--- src/hdl/pmf_regs.vh ---
// command codes, field layout and reset values of the telemetry, identity and fault-response block
`ifndef PMF_REGS_VH
`define PMF_REGS_VH

// ------------------------------------------------------------
// command codes
// ------------------------------------------------------------
`define PMF_CMD_TEMP_ONE        8'h8D
`define PMF_CMD_TEMP_TWO        8'h8E
`define PMF_CMD_DUTY            8'h94
`define PMF_CMD_FREQ            8'h95
`define PMF_CMD_PROTO_REV       8'h98
`define PMF_CMD_MAKER_ID        8'h99
`define PMF_CMD_MODEL           8'h9A
`define PMF_CMD_PROD_REV        8'h9B
`define PMF_CMD_LOCATION        8'h9C
`define PMF_CMD_DATE            8'h9D
`define PMF_CMD_SERIAL          8'h9E
`define PMF_CMD_USER_DATA       8'hB0
`define PMF_CMD_OV_WARN_ACT     8'hC4

// ------------------------------------------------------------
// byte lengths and bases in the writable string store
// ------------------------------------------------------------
`define PMF_LEN_WORD            5'h02
`define PMF_LEN_BYTE            5'h01
`define PMF_LEN_MAKER           5'h0C
`define PMF_LEN_MODEL           5'h14
`define PMF_LEN_PROD_REV        5'h0C
`define PMF_LEN_LOCATION        5'h0C
`define PMF_LEN_DATE            5'h0C
`define PMF_LEN_SERIAL          5'h14
`define PMF_LEN_USER            5'h10
`define PMF_BASE_MAKER          7'h00
`define PMF_BASE_MODEL          7'h0C
`define PMF_BASE_PROD_REV       7'h20
`define PMF_BASE_LOCATION       7'h2C
`define PMF_BASE_USER           7'h38
`define PMF_STORE_BYTES         72

// ------------------------------------------------------------
// fault response byte fields and codes
// ------------------------------------------------------------
`define PMF_RESP_MSB            7
`define PMF_RESP_LSB            6
`define PMF_RETRY_MSB           5
`define PMF_RETRY_LSB           3
`define PMF_DELAY_MSB           2
`define PMF_DELAY_LSB           0
`define PMF_RESP_IGNORE         2'h0
`define PMF_RESP_RUN_DELAY      2'h1
`define PMF_RESP_DISABLE_RETRY  2'h2
`define PMF_RESP_DISABLE_LATCH  2'h3
`define PMF_RETRY_NONE          3'h0
`define PMF_RETRY_FOREVER       3'h7
`define PMF_OV_ACT_RESET        8'h00
`define PMF_PROTO_REV_RESET     8'h22

`endif
--- src/hdl/pmf_core.v ---
// telemetry reads, identity strings, user storage and input over-voltage warning response
`timescale 1ns/1ps
`include "pmf_regs.vh"
// Overview of operation
// RL1: two temperature reads return 16-bit linear words
// RL2: duty-cycle read returns 16-bit target duty
// RL3: nack duty/frequency unless enabled or monitor mode
// RL4: frequency read returns 16-bit direct-format kHz
// RL5: revision byte, part one high, two low
// RL6: maker identity, 12 bytes, writable and readable
// RL7: model string, 20 bytes, writable and readable
// RL8: product revision string, 12 bytes
// RL9: build location string, 12 bytes
// RL10: build date, 12 bytes, read only
// RL11: serial string, 20-byte field, read only
// RL12: sixteen bytes of user storage, read/write
// RL13: response 00 ignores warning, output stays on
// RL14: response 01 runs for delay, then retries
// RL15: response 10 disables at once, then retries
// RL16: response 11 latches off until cleared
// RL17: retry 000 never restarts, stays off
// RL18: retry 001/010 give one/two attempts
// RL19: retry 3..6 attempts, 111 retries forever
// RL20: delay code n selects 2**n time units
// RL21: delay counter restarts at each detection/attempt
module pmf_core #(
    parameter [159:0] SERIAL_STRING = 160'h0,  // arbitrary neutral value
    parameter [95:0]  DATE_STRING   = 96'h0,   // arbitrary neutral value
    parameter [7:0]   PROTO_REV     = `PMF_PROTO_REV_RESET
) (
    input  wire        sys_clk,
    input  wire        resetn,
    input  wire        req_valid,
    input  wire        req_write,
    input  wire [7:0]  req_code,
    input  wire [4:0]  req_index,
    input  wire [7:0]  req_wdata,
    output reg         rsp_valid,
    output reg         rsp_nack,
    output reg  [7:0]  rsp_rdata,
    input  wire [15:0] temp_one_value,
    input  wire [15:0] temp_two_value,
    input  wire [15:0] duty_value,
    input  wire [15:0] freq_value,
    input  wire        conv_enabled,
    input  wire        monitor_mode,
    input  wire        ov_warn,
    input  wire        time_unit_tick,
    input  wire        fault_clear,
    input  wire        off_on_cycle,
    input  wire        commanded_off,
    input  wire        other_shutdown,
    output reg         output_enable,
    output reg         fault_latched,
    output reg  [2:0]  attempts_used
);

// ------------------------------------------------------------
// command decode
// ------------------------------------------------------------
localparam [2:0] K_NONE = 3'h0;
localparam [2:0] K_WORD = 3'h1;
localparam [2:0] K_REV  = 3'h2;
localparam [2:0] K_RW   = 3'h3;
localparam [2:0] K_DATE = 3'h4;
localparam [2:0] K_SER  = 3'h5;
localparam [2:0] K_ACT  = 3'h6;

reg  [7:0]  str_mem [0:`PMF_STORE_BYTES-1];
reg  [7:0]  ov_act_reg;
reg  [2:0]  kind;
reg  [4:0]  len;
reg  [6:0]  base;
reg  [15:0] word;
reg         gated;
reg  [7:0]  rd_byte;
reg         bad;
wire [6:0]  addr = base + {2'h0, req_index};
integer     i;

always @* begin
    kind  = K_NONE;
    len   = 5'h00;
    base  = 7'h00;
    word  = 16'h0000;
    gated = 1'b0;
    case (req_code)
        `PMF_CMD_TEMP_ONE: begin
            kind = K_WORD;
            len  = `PMF_LEN_WORD;
            word = temp_one_value;                                              // [RL1]
        end

        `PMF_CMD_TEMP_TWO: begin
            kind = K_WORD;
            len  = `PMF_LEN_WORD;
            word = temp_two_value;                                              // [RL1]
        end

        `PMF_CMD_DUTY: begin
            kind  = K_WORD;
            len   = `PMF_LEN_WORD;
            word  = duty_value;                                                 // [RL2]
            gated = 1'b1;                                                       // [RL3]
        end

        `PMF_CMD_FREQ: begin
            kind  = K_WORD;
            len   = `PMF_LEN_WORD;
            word  = freq_value;                                                 // [RL4]
            gated = 1'b1;                                                       // [RL3]
        end

        `PMF_CMD_PROTO_REV: begin
            kind = K_REV;                                                       // [RL5]
            len  = `PMF_LEN_BYTE;
        end

        `PMF_CMD_MAKER_ID: begin
            kind = K_RW;
            len  = `PMF_LEN_MAKER;                                              // [RL6]
            base = `PMF_BASE_MAKER;
        end

        `PMF_CMD_MODEL: begin
            kind = K_RW;
            len  = `PMF_LEN_MODEL;                                              // [RL7]
            base = `PMF_BASE_MODEL;
        end

        `PMF_CMD_PROD_REV: begin
            kind = K_RW;
            len  = `PMF_LEN_PROD_REV;                                           // [RL8]
            base = `PMF_BASE_PROD_REV;
        end

        `PMF_CMD_LOCATION: begin
            kind = K_RW;
            len  = `PMF_LEN_LOCATION;                                           // [RL9]
            base = `PMF_BASE_LOCATION;
        end

        `PMF_CMD_DATE: begin
            kind = K_DATE;                                                      // [RL10]
            len  = `PMF_LEN_DATE;
        end

        `PMF_CMD_SERIAL: begin
            kind = K_SER;                                                       // [RL11]
            len  = `PMF_LEN_SERIAL;
        end

        `PMF_CMD_USER_DATA: begin
            kind = K_RW;
            len  = `PMF_LEN_USER;                                               // [RL12]
            base = `PMF_BASE_USER;
        end

        `PMF_CMD_OV_WARN_ACT: begin
            kind = K_ACT;
            len  = `PMF_LEN_BYTE;
        end

        default: begin
            kind = K_NONE;
        end
    endcase
end

// ------------------------------------------------------------
// read byte select
// ------------------------------------------------------------
// words go out low byte first, strings first character first
// past-end indexes may select nothing here; the refusal masks them
always @* begin
    rd_byte = 8'h00;
    case (kind)
        K_WORD: begin
            rd_byte = req_index[0] ? word[15:8] : word[7:0];                    // [RL1] [RL2] [RL4]
        end
        K_REV: begin
            rd_byte = PROTO_REV;                                                // [RL5]
        end
        K_RW: begin
            rd_byte = str_mem[addr];
        end
        K_DATE: begin
            rd_byte = DATE_STRING[{req_index[3:0], 3'h0} +: 8];                 // [RL10]
        end
        K_SER: begin
            rd_byte = SERIAL_STRING[{req_index, 3'h0} +: 8];                    // [RL11]
        end
        K_ACT: begin
            rd_byte = ov_act_reg;
        end
        default: begin
            rd_byte = 8'h00;
        end
    endcase
end

// ------------------------------------------------------------
// refusal
// ------------------------------------------------------------

// read-only fields and telemetry refuse writes; past-end bytes refuse both
always @* begin
    bad = (kind == K_NONE) || (req_index >= len);
    if (req_write && (kind != K_RW) && (kind != K_ACT))
        bad = 1'b1;
    if (gated && !conv_enabled && !monitor_mode)
        bad = 1'b1;                                                             // [RL3]
end

// ------------------------------------------------------------
// command port and storage
// ------------------------------------------------------------
always @(posedge sys_clk or negedge resetn) begin
    if (!resetn) begin
        rsp_valid  <= 1'b0;
        rsp_nack   <= 1'b0;
        rsp_rdata  <= 8'h00;
        ov_act_reg <= `PMF_OV_ACT_RESET;
        for (i = 0; i < `PMF_STORE_BYTES; i = i + 1)
            str_mem[i] <= 8'h00;
    end else begin
        rsp_valid <= req_valid;
        if (req_valid) begin
            rsp_nack  <= bad;
            rsp_rdata <= (bad || req_write) ? 8'h00 : rd_byte;
            if (req_write && !bad && kind == K_RW)
                str_mem[addr] <= req_wdata;                                     // [RL6] [RL7] [RL12]
            if (req_write && !bad && kind == K_ACT)
                ov_act_reg <= req_wdata;
        end
    end
end

// ------------------------------------------------------------
// over-voltage warning response
// ------------------------------------------------------------
localparam [2:0] S_RUN   = 3'h0;
localparam [2:0] S_GRACE = 3'h1;
localparam [2:0] S_OFF   = 3'h2;
localparam [2:0] S_TRY   = 3'h3;
localparam [2:0] S_LATCH = 3'h4;

wire [1:0] resp_code  = ov_act_reg[`PMF_RESP_MSB:`PMF_RESP_LSB];
wire [2:0] retry_code = ov_act_reg[`PMF_RETRY_MSB:`PMF_RETRY_LSB];
wire [2:0] delay_code = ov_act_reg[`PMF_DELAY_MSB:`PMF_DELAY_LSB];
wire [8:0] delay_units = 9'h001 << delay_code;                                  // [RL20]

reg  [2:0] state_reg;
reg  [2:0] state_next;
reg  [7:0] unit_cnt_reg;
reg  [7:0] unit_cnt_next;
reg  [2:0] attempts_next;
wire       delay_done = time_unit_tick && ({1'b0, unit_cnt_reg} + 9'h001 == delay_units);
wire       can_retry  = (retry_code == `PMF_RETRY_FOREVER) || (attempts_used < retry_code); // [RL18] [RL19]
wire       halt_retry = commanded_off || other_shutdown;                        // [RL19]
wire       clear_req  = fault_clear || off_on_cycle;

// ------------------------------------------------------------
// response state machine, next state
// ------------------------------------------------------------
// run:   output on, warning watched every edge
// grace: output on while the delay runs out
// off:   output off, waiting one delay before a restart
// try:   output on again; judged one delay later
// latch: output off until a clear or off-then-on
// limitation: the time unit is only seen as a tick, so the
// delay resolution is one tick and never finer
// the counter restarts on every state entry, so a late clear
// or a retried attempt always gets a full delay
always @* begin
    state_next    = state_reg;
    unit_cnt_next = time_unit_tick ? unit_cnt_reg + 8'h01 : unit_cnt_reg;
    attempts_next = attempts_used;
    case (state_reg)
        S_RUN: begin
            unit_cnt_next = 8'h00;
            attempts_next = 3'h0;
            if (ov_warn) begin
                case (resp_code)
                    `PMF_RESP_IGNORE: begin
                        state_next = S_RUN;                                     // [RL13]
                    end
                    `PMF_RESP_RUN_DELAY: begin
                        state_next = S_GRACE;                                   // [RL14]
                    end
                    `PMF_RESP_DISABLE_RETRY: begin
                        state_next = (retry_code == `PMF_RETRY_NONE) ? S_LATCH : S_OFF; // [RL15] [RL17]
                    end
                    default: begin
                        state_next = S_LATCH;                                   // [RL16]
                    end
                endcase
            end
        end
        S_GRACE: begin
            if (delay_done) begin
                unit_cnt_next = 8'h00;
                if (!ov_warn)
                    state_next = S_RUN;
                else if (retry_code == `PMF_RETRY_NONE)
                    state_next = S_LATCH;                                       // [RL14] [RL17]
                else
                    state_next = S_OFF;                                         // [RL14]
            end
        end
        S_OFF: begin
            if (halt_retry) begin
                state_next = S_LATCH;
            end else if (delay_done) begin
                unit_cnt_next = 8'h00;                                          // [RL21]
                if (can_retry) begin
                    state_next    = S_TRY;
                    attempts_next = (attempts_used == 3'h7) ? attempts_used : attempts_used + 3'h1;
                end else begin
                    state_next = S_LATCH;                                       // [RL18]
                end
            end
        end
        S_TRY: begin
            // an attempt fails if the warning is still there one delay after restart
            if (halt_retry) begin
                state_next = S_LATCH;
            end else if (delay_done) begin
                unit_cnt_next = 8'h00;                                          // [RL21]
                state_next    = ov_warn ? S_OFF : S_RUN;
            end
        end
        S_LATCH: begin
            unit_cnt_next = 8'h00;
            if (clear_req)
                state_next = S_RUN;                                             // [RL16]
        end
        default: begin
            state_next = S_LATCH;
        end
    endcase
    // forever mode never wraps the visible attempt count
    if (retry_code == `PMF_RETRY_FOREVER && attempts_next == 3'h0 && state_reg == S_OFF && state_next == S_TRY)
        attempts_next = 3'h1;
end

// ------------------------------------------------------------
// response state registers
// ------------------------------------------------------------
// outputs follow the next state so they change on the causing edge
always @(posedge sys_clk or negedge resetn) begin
    if (!resetn) begin
        state_reg     <= S_RUN;
        unit_cnt_reg  <= 8'h00;
        attempts_used <= 3'h0;
        output_enable <= 1'b0;
        fault_latched <= 1'b0;
    end else begin
        state_reg     <= state_next;
        unit_cnt_reg  <= unit_cnt_next;
        attempts_used <= attempts_next;
        output_enable <= (state_next == S_RUN) || (state_next == S_GRACE) || (state_next == S_TRY); // [RL15]
        fault_latched <= (state_next == S_LATCH);                               // [RL16]
    end
end

endmodule // pmf_core

--- config.mk ---
export PLATFORM = sky130hd
export DESIGN_NAME = pmf_core
export DESIGN_NICKNAME = d
export VERILOG_FILES = /design/src/hdl/pmf_core.v
export VERILOG_INCLUDE_DIRS = /design/src /design/src/hdl
export SDC_FILE = /design/constraint.sdc
export NUM_CORES = 1
export LEC_CHECK = 0
export BUFFER_PORTS_ARGS = -buffer_cell sky130_fd_sc_hd__buf_2
export CAP_MARGIN = 10
export CORE_UTILIZATION = 35
export CTS_CLUSTER_DIAMETER = 200
export DETAILED_ROUTE_END_ITERATION = 16
export GPL_TIMING_DRIVEN = 0
export PLACE_DENSITY_LB_ADDON = 0.25
export SETUP_SLACK_MARGIN = 0.1
export SLEW_MARGIN = 10
export SYNTH_ARGS = -nofsm -noshare
export SYNTH_HDL_FRONTEND = slang
export SYNTH_SLANG_ARGS = --single-unit
--- constraint.sdc ---
create_clock -name sys_clk -period 4 [get_ports sys_clk]
set_clock_uncertainty 0.15 [all_clocks]
set_input_delay 0 -clock sys_clk [delete_from_list [all_inputs] [get_ports sys_clk]]
set_output_delay 0 -clock sys_clk [all_outputs]
set_load 0.01 [all_outputs]
==> flow_summary.toml, run 1 <==
[outcome]
status = "finished clean"

[floorplan]
core.rowCount = 105
die_h_um = 289.7
pin_count = 112
dieArea_um2 = 83950
coreArea_um2 = 81980
initial_core_util = 0.3535
die_w_um = 289.7

[synth]
synth_top_area_frac = 0.5267
synth-main-ff-cell = "dfrtp_1"
ys_seq_area_frac = 0.5267
synth_common_cells = "dfrtp_1 (610), mux2_2 (602), o22ai_1 (220)"
yosys_warnings = 0
synth_cells = 2222
syn_nets = 2332
synth_area_um2 = 28980
ys_ff_latch = 610
synth_edf_count = 0
synth_top_area_cell = "dfrtp_1"
synthArstFlopShare = 1.000
synth_area_leaders = "dfrtp_1 (53%), mux2_2 (23%), o22ai_1 (4.7%)"
syn_area_per_cell_um2 = 13.04
synth_most_common_cell = "dfrtp_1"
synth.distinct_cells = 80

[sta]
period_share = 0.9692
rsz0062_at_grt = "true"
hold_viol_final = 0
period_needed_ns = 3.877
slew_violations = 0
setup-tns-final_ns = 0
max_freq_ghz = 0.2579
setup-violations-final = 0
relSlewSlack = 0.2870
hold_ws_ns = 0.05196
max_slew.worst_pin.slew_ns = 1.070

[global_routing]
grt_pass1_wl_mm = 152.3
antenna_found_initial = 9
grt_util_all_layers = 0.2521
grt_max_degree = 120
overflow = 0
grt_pass1_vias = 21761

[flow_run]
maxCapViolCount = 0

[finish]
regMostFlops = "str_mem"
utilization = 0.4208
fin_area_um2 = 34500
drive_gt1_frac = 0.4175
largest_register_ffs = 576
fin_nets = 2566
area.growth.synth_to_final_pct = 19.04

[place]
io_buffers = 102
place_area_um2 = 31010
dp_hpwl_mm = 73.52
gp_congestion = 0.9358

[clock_tree]
cts_root_buffer = "clkbuf_16"
cts_buffer_depth = 3
clk_pin_slew_worst_paths_ns = 0.06
cts_sinks = 610
insertion_delay_ns = 0.63
tritoncts = "yes"
cts_max_level = 3
cts_made_buffers = 68

[routing]
wl_per_cell_um = 29.61
first_pass_iters = 6
vias = 21270
initialDrtViolationCount = 1622
viasPerCell = 5.940
finalWirelength_mm = 106.0
drc = 0
drtAntennaViolNets = 0

[critical_path]
crit_arrival_ns = 4.21
crit_start = "req_code[1]"
crit_type = "input pin to flip-flop"
rr_startpoint = "unit_cnt_reg[0]"
worstSetupStartpointType = "input pin"
cp-end-kind = "flip-flop"
cp_data_required_time_ns = 4.34
worst-path-max-fanout = 10

[pwr]
peakVddDrop_v = 0.0003412
p_leak_nw = 16.93
finalPower_w = 0.01390
power.density_nw_per_um2 = 402.9

[hold_path]
hp-class = "input pin to flip-flop"
min_from = "duty_value[12]"
## where the power goes
group	switching (W)	total (W)	internal (W)	leakage [nW]
registers	0.00000286	0.00618	0.00617	8.51
clock network	0.00265	0.00665	0.00400	1.16
logic	0.000773	0.00107	0.000300	7.25
## per-layer routing
layer,global-route usage,part of all wire,up-vias
met1,0.3475,0.44,11193
met2,0.3924,0.45,920
li1,-,-,8928
met5,0,0,-
met3,0.04780,0.073,229
met4,0.09620,0.038,0
## worst max-delay path, stage by stage
cell,delay (ns)
buf_2,0.12
buf_4,0.17
nor3_2,0.23
nand3b_1,0.14
nor2_1,0.24
or2_2,0.19
fa_1,0.57
nor2_4,0.49
buf_2,0.54
nand2_2,0.40
nor2_2,0.69
mux2_2,0.42
## worst paths after layout
kind                                 end  slack (ns)  cells after the start
min in group asynchronous      rsp_valid        0.44                      4
hold reg to reg             rsp_rdata[3]        0.34                      1
setup / recovery            str_mem[434]        0.12                     12
setup reg to reg           output_enable        0.53                     10
max in group asynchronous    str_mem[87]        1.91                      6
hold / removal              rsp_rdata[4]        0.05                      6
## cell usage in the layout, fill, tap and decap left out, types with 15 or more instances in the layout
cell	count
nor3_1	17
nor2_8	30
nor2_1	57
clkbuf_1	90
a222oi_1	15
o221ai_1	25
buf_2	128
a21oi_1	41
dlygate4sd3_1	42
o22ai_1	220
dfrtp_1	610
clkbuf_4	17
mux2_2	602
clkbuf_16	71
o41ai_1	16
mux2i_1	18
buf_4	24
nor2_4	29
nand2_1	38
nand2b_1	15
nand3_1	29
o41ai_2	15
clkbuf_8	19
## cell families after synthesis
family	after synthesis	share of synthesized area
multiplexers	636	0.2489
flip-flops	610	0.5267
AO/OA/AOI/OAI	447	0.1079
AND/OR/NAND/NOR	316	0.07837
buffers and inverters	184	0.02733
XOR/XNOR	16	0.004836
adder cells (fa/ha/maj)	13	0.005872
## area by class of cell
type	count	area [um2]
Fill cell	7582	47480
Sequential cell	610	15260
Multi-Input combinational cell	1428	13230
Clock buffer	102	2083
Timing Repair Buffer	166	1359
Tap cell	1070	1339
Buffer	173	892.1
Clock inverter	20	284.0
Inverter	9	35.03
Antenna cell	3	7.507
## stage by stage
step	instances	setup slack (ns)
6_report	3581	0.1231
4_1_cts	3563	0.09058
5_1_grt	3578	0.1213
2_1_floorplan	2222	0.6416
3_3_place_gp	3394	-9.540
3_5_place_dp	3400	-2.217
## what timing repair did
item | in CTS | in global routing
hold endpoints to repair | 356 | 1
resized for setup | 116 | 57
hold buffers | 42 | 1
endpoints found under the setup margin | 567 | 208
setup buffers | 0 | 15
pin swaps | 0 | 14
Note: power is estimated with default switching activity, not from simulation.
==> run 2: changes to the inputs <==
- ABC_AREA: not set -> 1
==> run 2 against run 1 <==
Net effect:
- first-iteration DRC count increased by 110%
- non-clock buffer count increased by 60
- sequential cell count unchanged
- synthesized cell count increased by 51%
- combinational power increased by 11%
==> flow_summary.toml, run 2 <==
[place]
io_buffers = 109
dp_hpwl_mm = 77.81
gp_congestion = 0.9563
place_area_um2 = 30050
dp_cells = 4523

[global_routing]
grt_pass1_wl_mm = 170.5
grt_util_all_layers = 0.2854
antenna_found_initial = 7
overflow = 0
grt_max_degree = 101
grt_pass1_vias = 25127

[critical_path]
crit_arrival_ns = 4.25
rr_startpoint = "unit_cnt_reg[0]"
max_stage_delay_ns = 1.04
crit_start = "req_code[6]"
cp_data_required_time_ns = 4.41
crit_type = "input pin to flip-flop"
cp_common_cell = "nand2_1"
worstSetupStartpointType = "input pin"
cp_slowest_cell = "clkdlybuf4s15_1"
worst-path-max-fanout = 10
path_cells = "buf_2 > inv_1 > nand4_1 > nor4_1 > inv_1 > o31ai_1 > ha_1 > clkbuf_1 > nand3_1 > clkdlybuf4s15_1 > o22ai_1 > nor2_1 > nand2_1 > nand2_1 > nand4_1 > nand2_1 > nand4_1 > nand3_1 > nand2_1 > nand2_1"
cp-end-kind = "flip-flop"

[clock_tree]
clk_pin_slew_worst_paths_ns = 0.05
cts_sinks = 610
tritoncts = "yes"
cts_max_level = 3
cts_buffer_depth = 3
cts_root_buffer = "clkbuf_16"
insertion_delay_ns = 0.65
cts_made_buffers = 70

[sta]
max_slew.worst_pin.slew_ns = 1.338
period_needed_ns = 3.837
setup-violations-final = 0
hold_ws_ns = 0.03283
period_share = 0.9593
max_freq_ghz = 0.2606
slew_violations = 0
relSlewSlack = 0.1082
rsz0062_at_grt = "true"
hold_viol_final = 0

[routing]
first_pass_iters = 6
wl_per_cell_um = 24.88
finalWirelength_mm = 116.9
drtAntennaViolNets = 0
vias = 26565
drc = 0
viasPerCell = 5.652
initialDrtViolationCount = 3372

[finish]
area.growth.synth_to_final_pct = 18.28
largest_register_ffs = 576
fin_nets = 3710
antennaDiodeCount = 0
layout_common_cells = "nand2_1 (850), dfrtp_1 (608), o21ai_1 (564), nor2_1 (331), o22ai_1 (199)"
regMostFlops = "str_mem"
final_common_cell = "nand2_1"
stdcell_count = 4700
drive_gt1_frac = 0.1271
fin_area_um2 = 33070

[hold_path]
hp-class = "input pin to flip-flop"
min_from = "req_code[1]"

[synth]
synthArstFlopShare = 1.000
synth_common_cells = "nand2_1 (850), dfrtp_1 (610), o21ai_1 (560)"
ys_ff_latch = 610
synth_most_common_cell = "nand2_1"
synth.distinct_cells = 40
syn_nets = 3466
ys_seq_area_frac = 0.5459
synth_top_area_cell = "dfrtp_1"
synth_top_area_frac = 0.5459
synth_area_leaders = "dfrtp_1 (55%), nand2_1 (11%), o21ai_1 (10%)"
synth_edf_count = 0
yosys_warnings = 0
synth_cells = 3356
syn_area_per_cell_um2 = 8.332
synth_area_um2 = 27960
synth-main-ff-cell = "dfrtp_1"

[pwr]
peakVddDrop_v = 0.0003150
p_leak_nw = 15.28
power.density_nw_per_um2 = 420.8
p_sw_w = 0.003659
internal-power_w = 0.01026
combPwrFrac = 0.085
seqPwrFrac = 0.443
netSwitchingFraction = 0.2629
p_clk_frac = 0.471

[floorplan]
initial_core_util = 0.3539
pin_count = 112
die_h_um = 284.7
dieArea_um2 = 81030
die_w_um = 284.7
core.rowCount = 103
coreArea_um2 = 79000

[flow_run]
maxCapViolCount = 0

[outcome]
status = "finished clean"
==> run 2: changes by cell type after synthesis, moves of 38 or more <==
cell     change
buf_2       +49
o21ai_1    +559
nand2_2     +56
nand4_1     +38
nor2_1     +279
nand2_1    +812
nand3_1     +87
inv_1      +100
o21ai_0     +58
mux2_2     -602
==> run 2: power by group through the flow <==
| stage | clock network (W) | registers (W) | logic, W |
|---|---|---|---|
| after floorplan | 0 | 0.00629 | 0.000453 |
| after global placement | 0 | 0.00629 | 0.00107 |
| after detailed placement | 0 | 0.00628 | 0.00109 |
| after CTS | 0.00661 | 0.00617 | 0.00114 |
| after global routing | 0.00683 | 0.00617 | 0.00123 |
| final | 0.00656 | 0.00617 | 0.00119 |
==> run 2: cell type report <==
cell class / instances / area [um2]
buffer: 226 / 1096
clock buffer: 102 / 2063
clock inverter: 20 / 245.2
fill: 8029 / 45930
inverter: 122 / 457.9
multi-input combinational: 2397 / 11310
sequential: 610 / 15270
tap: 1050 / 1314
timing repair buffer: 173 / 1324
==> run 2: kinds of logic (layout without fill, tap and decap cells) <==
| family | count (synthesis) | in the layout | share of synthesized area |
|---|---|---|---|
| buffers and inverters | 349 | 643 | 0.05132 |
| AOI/OAI and AO/OA | 904 | 904 | 0.1776 |
| DFF | 610 | 610 | 0.5459 |
| and+or+nand+nor | 1480 | 1480 | 0.2191 |
| adders and majority gates | 13 | 13 | 0.006085 |
==> run 2: worst paths after layout <==
| kind | to | slack (ns) | depth (start not counted) |
|---|---|---|---|
| worst max-delay path | rsp_rdata[7] | 0.16 | 20 |
| worst min-delay path | rsp_rdata[3] | 0.03 | 8 |
| worst max register to register | attempts_used[0] | 0.37 | 18 |
| worst min register to register | rsp_rdata[3] | 0.34 | 2 |
| max in group asynchronous | str_mem[156] | 1.86 | 6 |
| min in group asynchronous | str_mem[326] | 0.40 | 4 |
==> run 2: worst max-delay path: cells and delay by family <==
kind,cells,cell delay (ns)
AOI/OAI and AO/OA,2,0.23
adders and majority gates,1,0.27
buffers and inverters,5,1.50
and+or+nand+nor,12,2.21
==> run 2: repair_timing <==
action | 4_1_cts | 5_1_grt
resized for setup | 36 | 107
pin swaps | 0 | 1
buffers inserted | 0 | 2
setup endpoints to repair | 335 | 96
hold buffers | 54 | 0
endpoints found under the hold margin | 305 | 0
==> run 2: metal layers <==
metal | up-vias | global-route usage | wire length, um
li1 | 11883 | - | -
met1 | 12944 | 0.3813 | 48260
met2 | 1456 | 0.4313 | 50770
met3 | 276 | 0.08186 | 12900
met4 | 6 | 0.1194 | 4971
met5 | - | 0 | 38
==> run 2: metrics by stage <==
| step | util | setup TNS [ns] | total power (W) | setup slack (ns) |
|---|---|---|---|---|
| after floorplan | - | 0 | 0.006740 | 0.9499 |
| after global placement | 0.3775 | -6719.73 | 0.007363 | -10.57 |
| after detailed placement | 0.3804 | -286.62 | 0.007377 | -1.319 |
| after CTS | 0.4174 | 0 | 0.01392 | 0.03489 |
| after global routing | 0.4186 | 0 | 0.01423 | 0.06588 |
| final | 0.4186 | 0 | 0.01392 | 0.1628 |
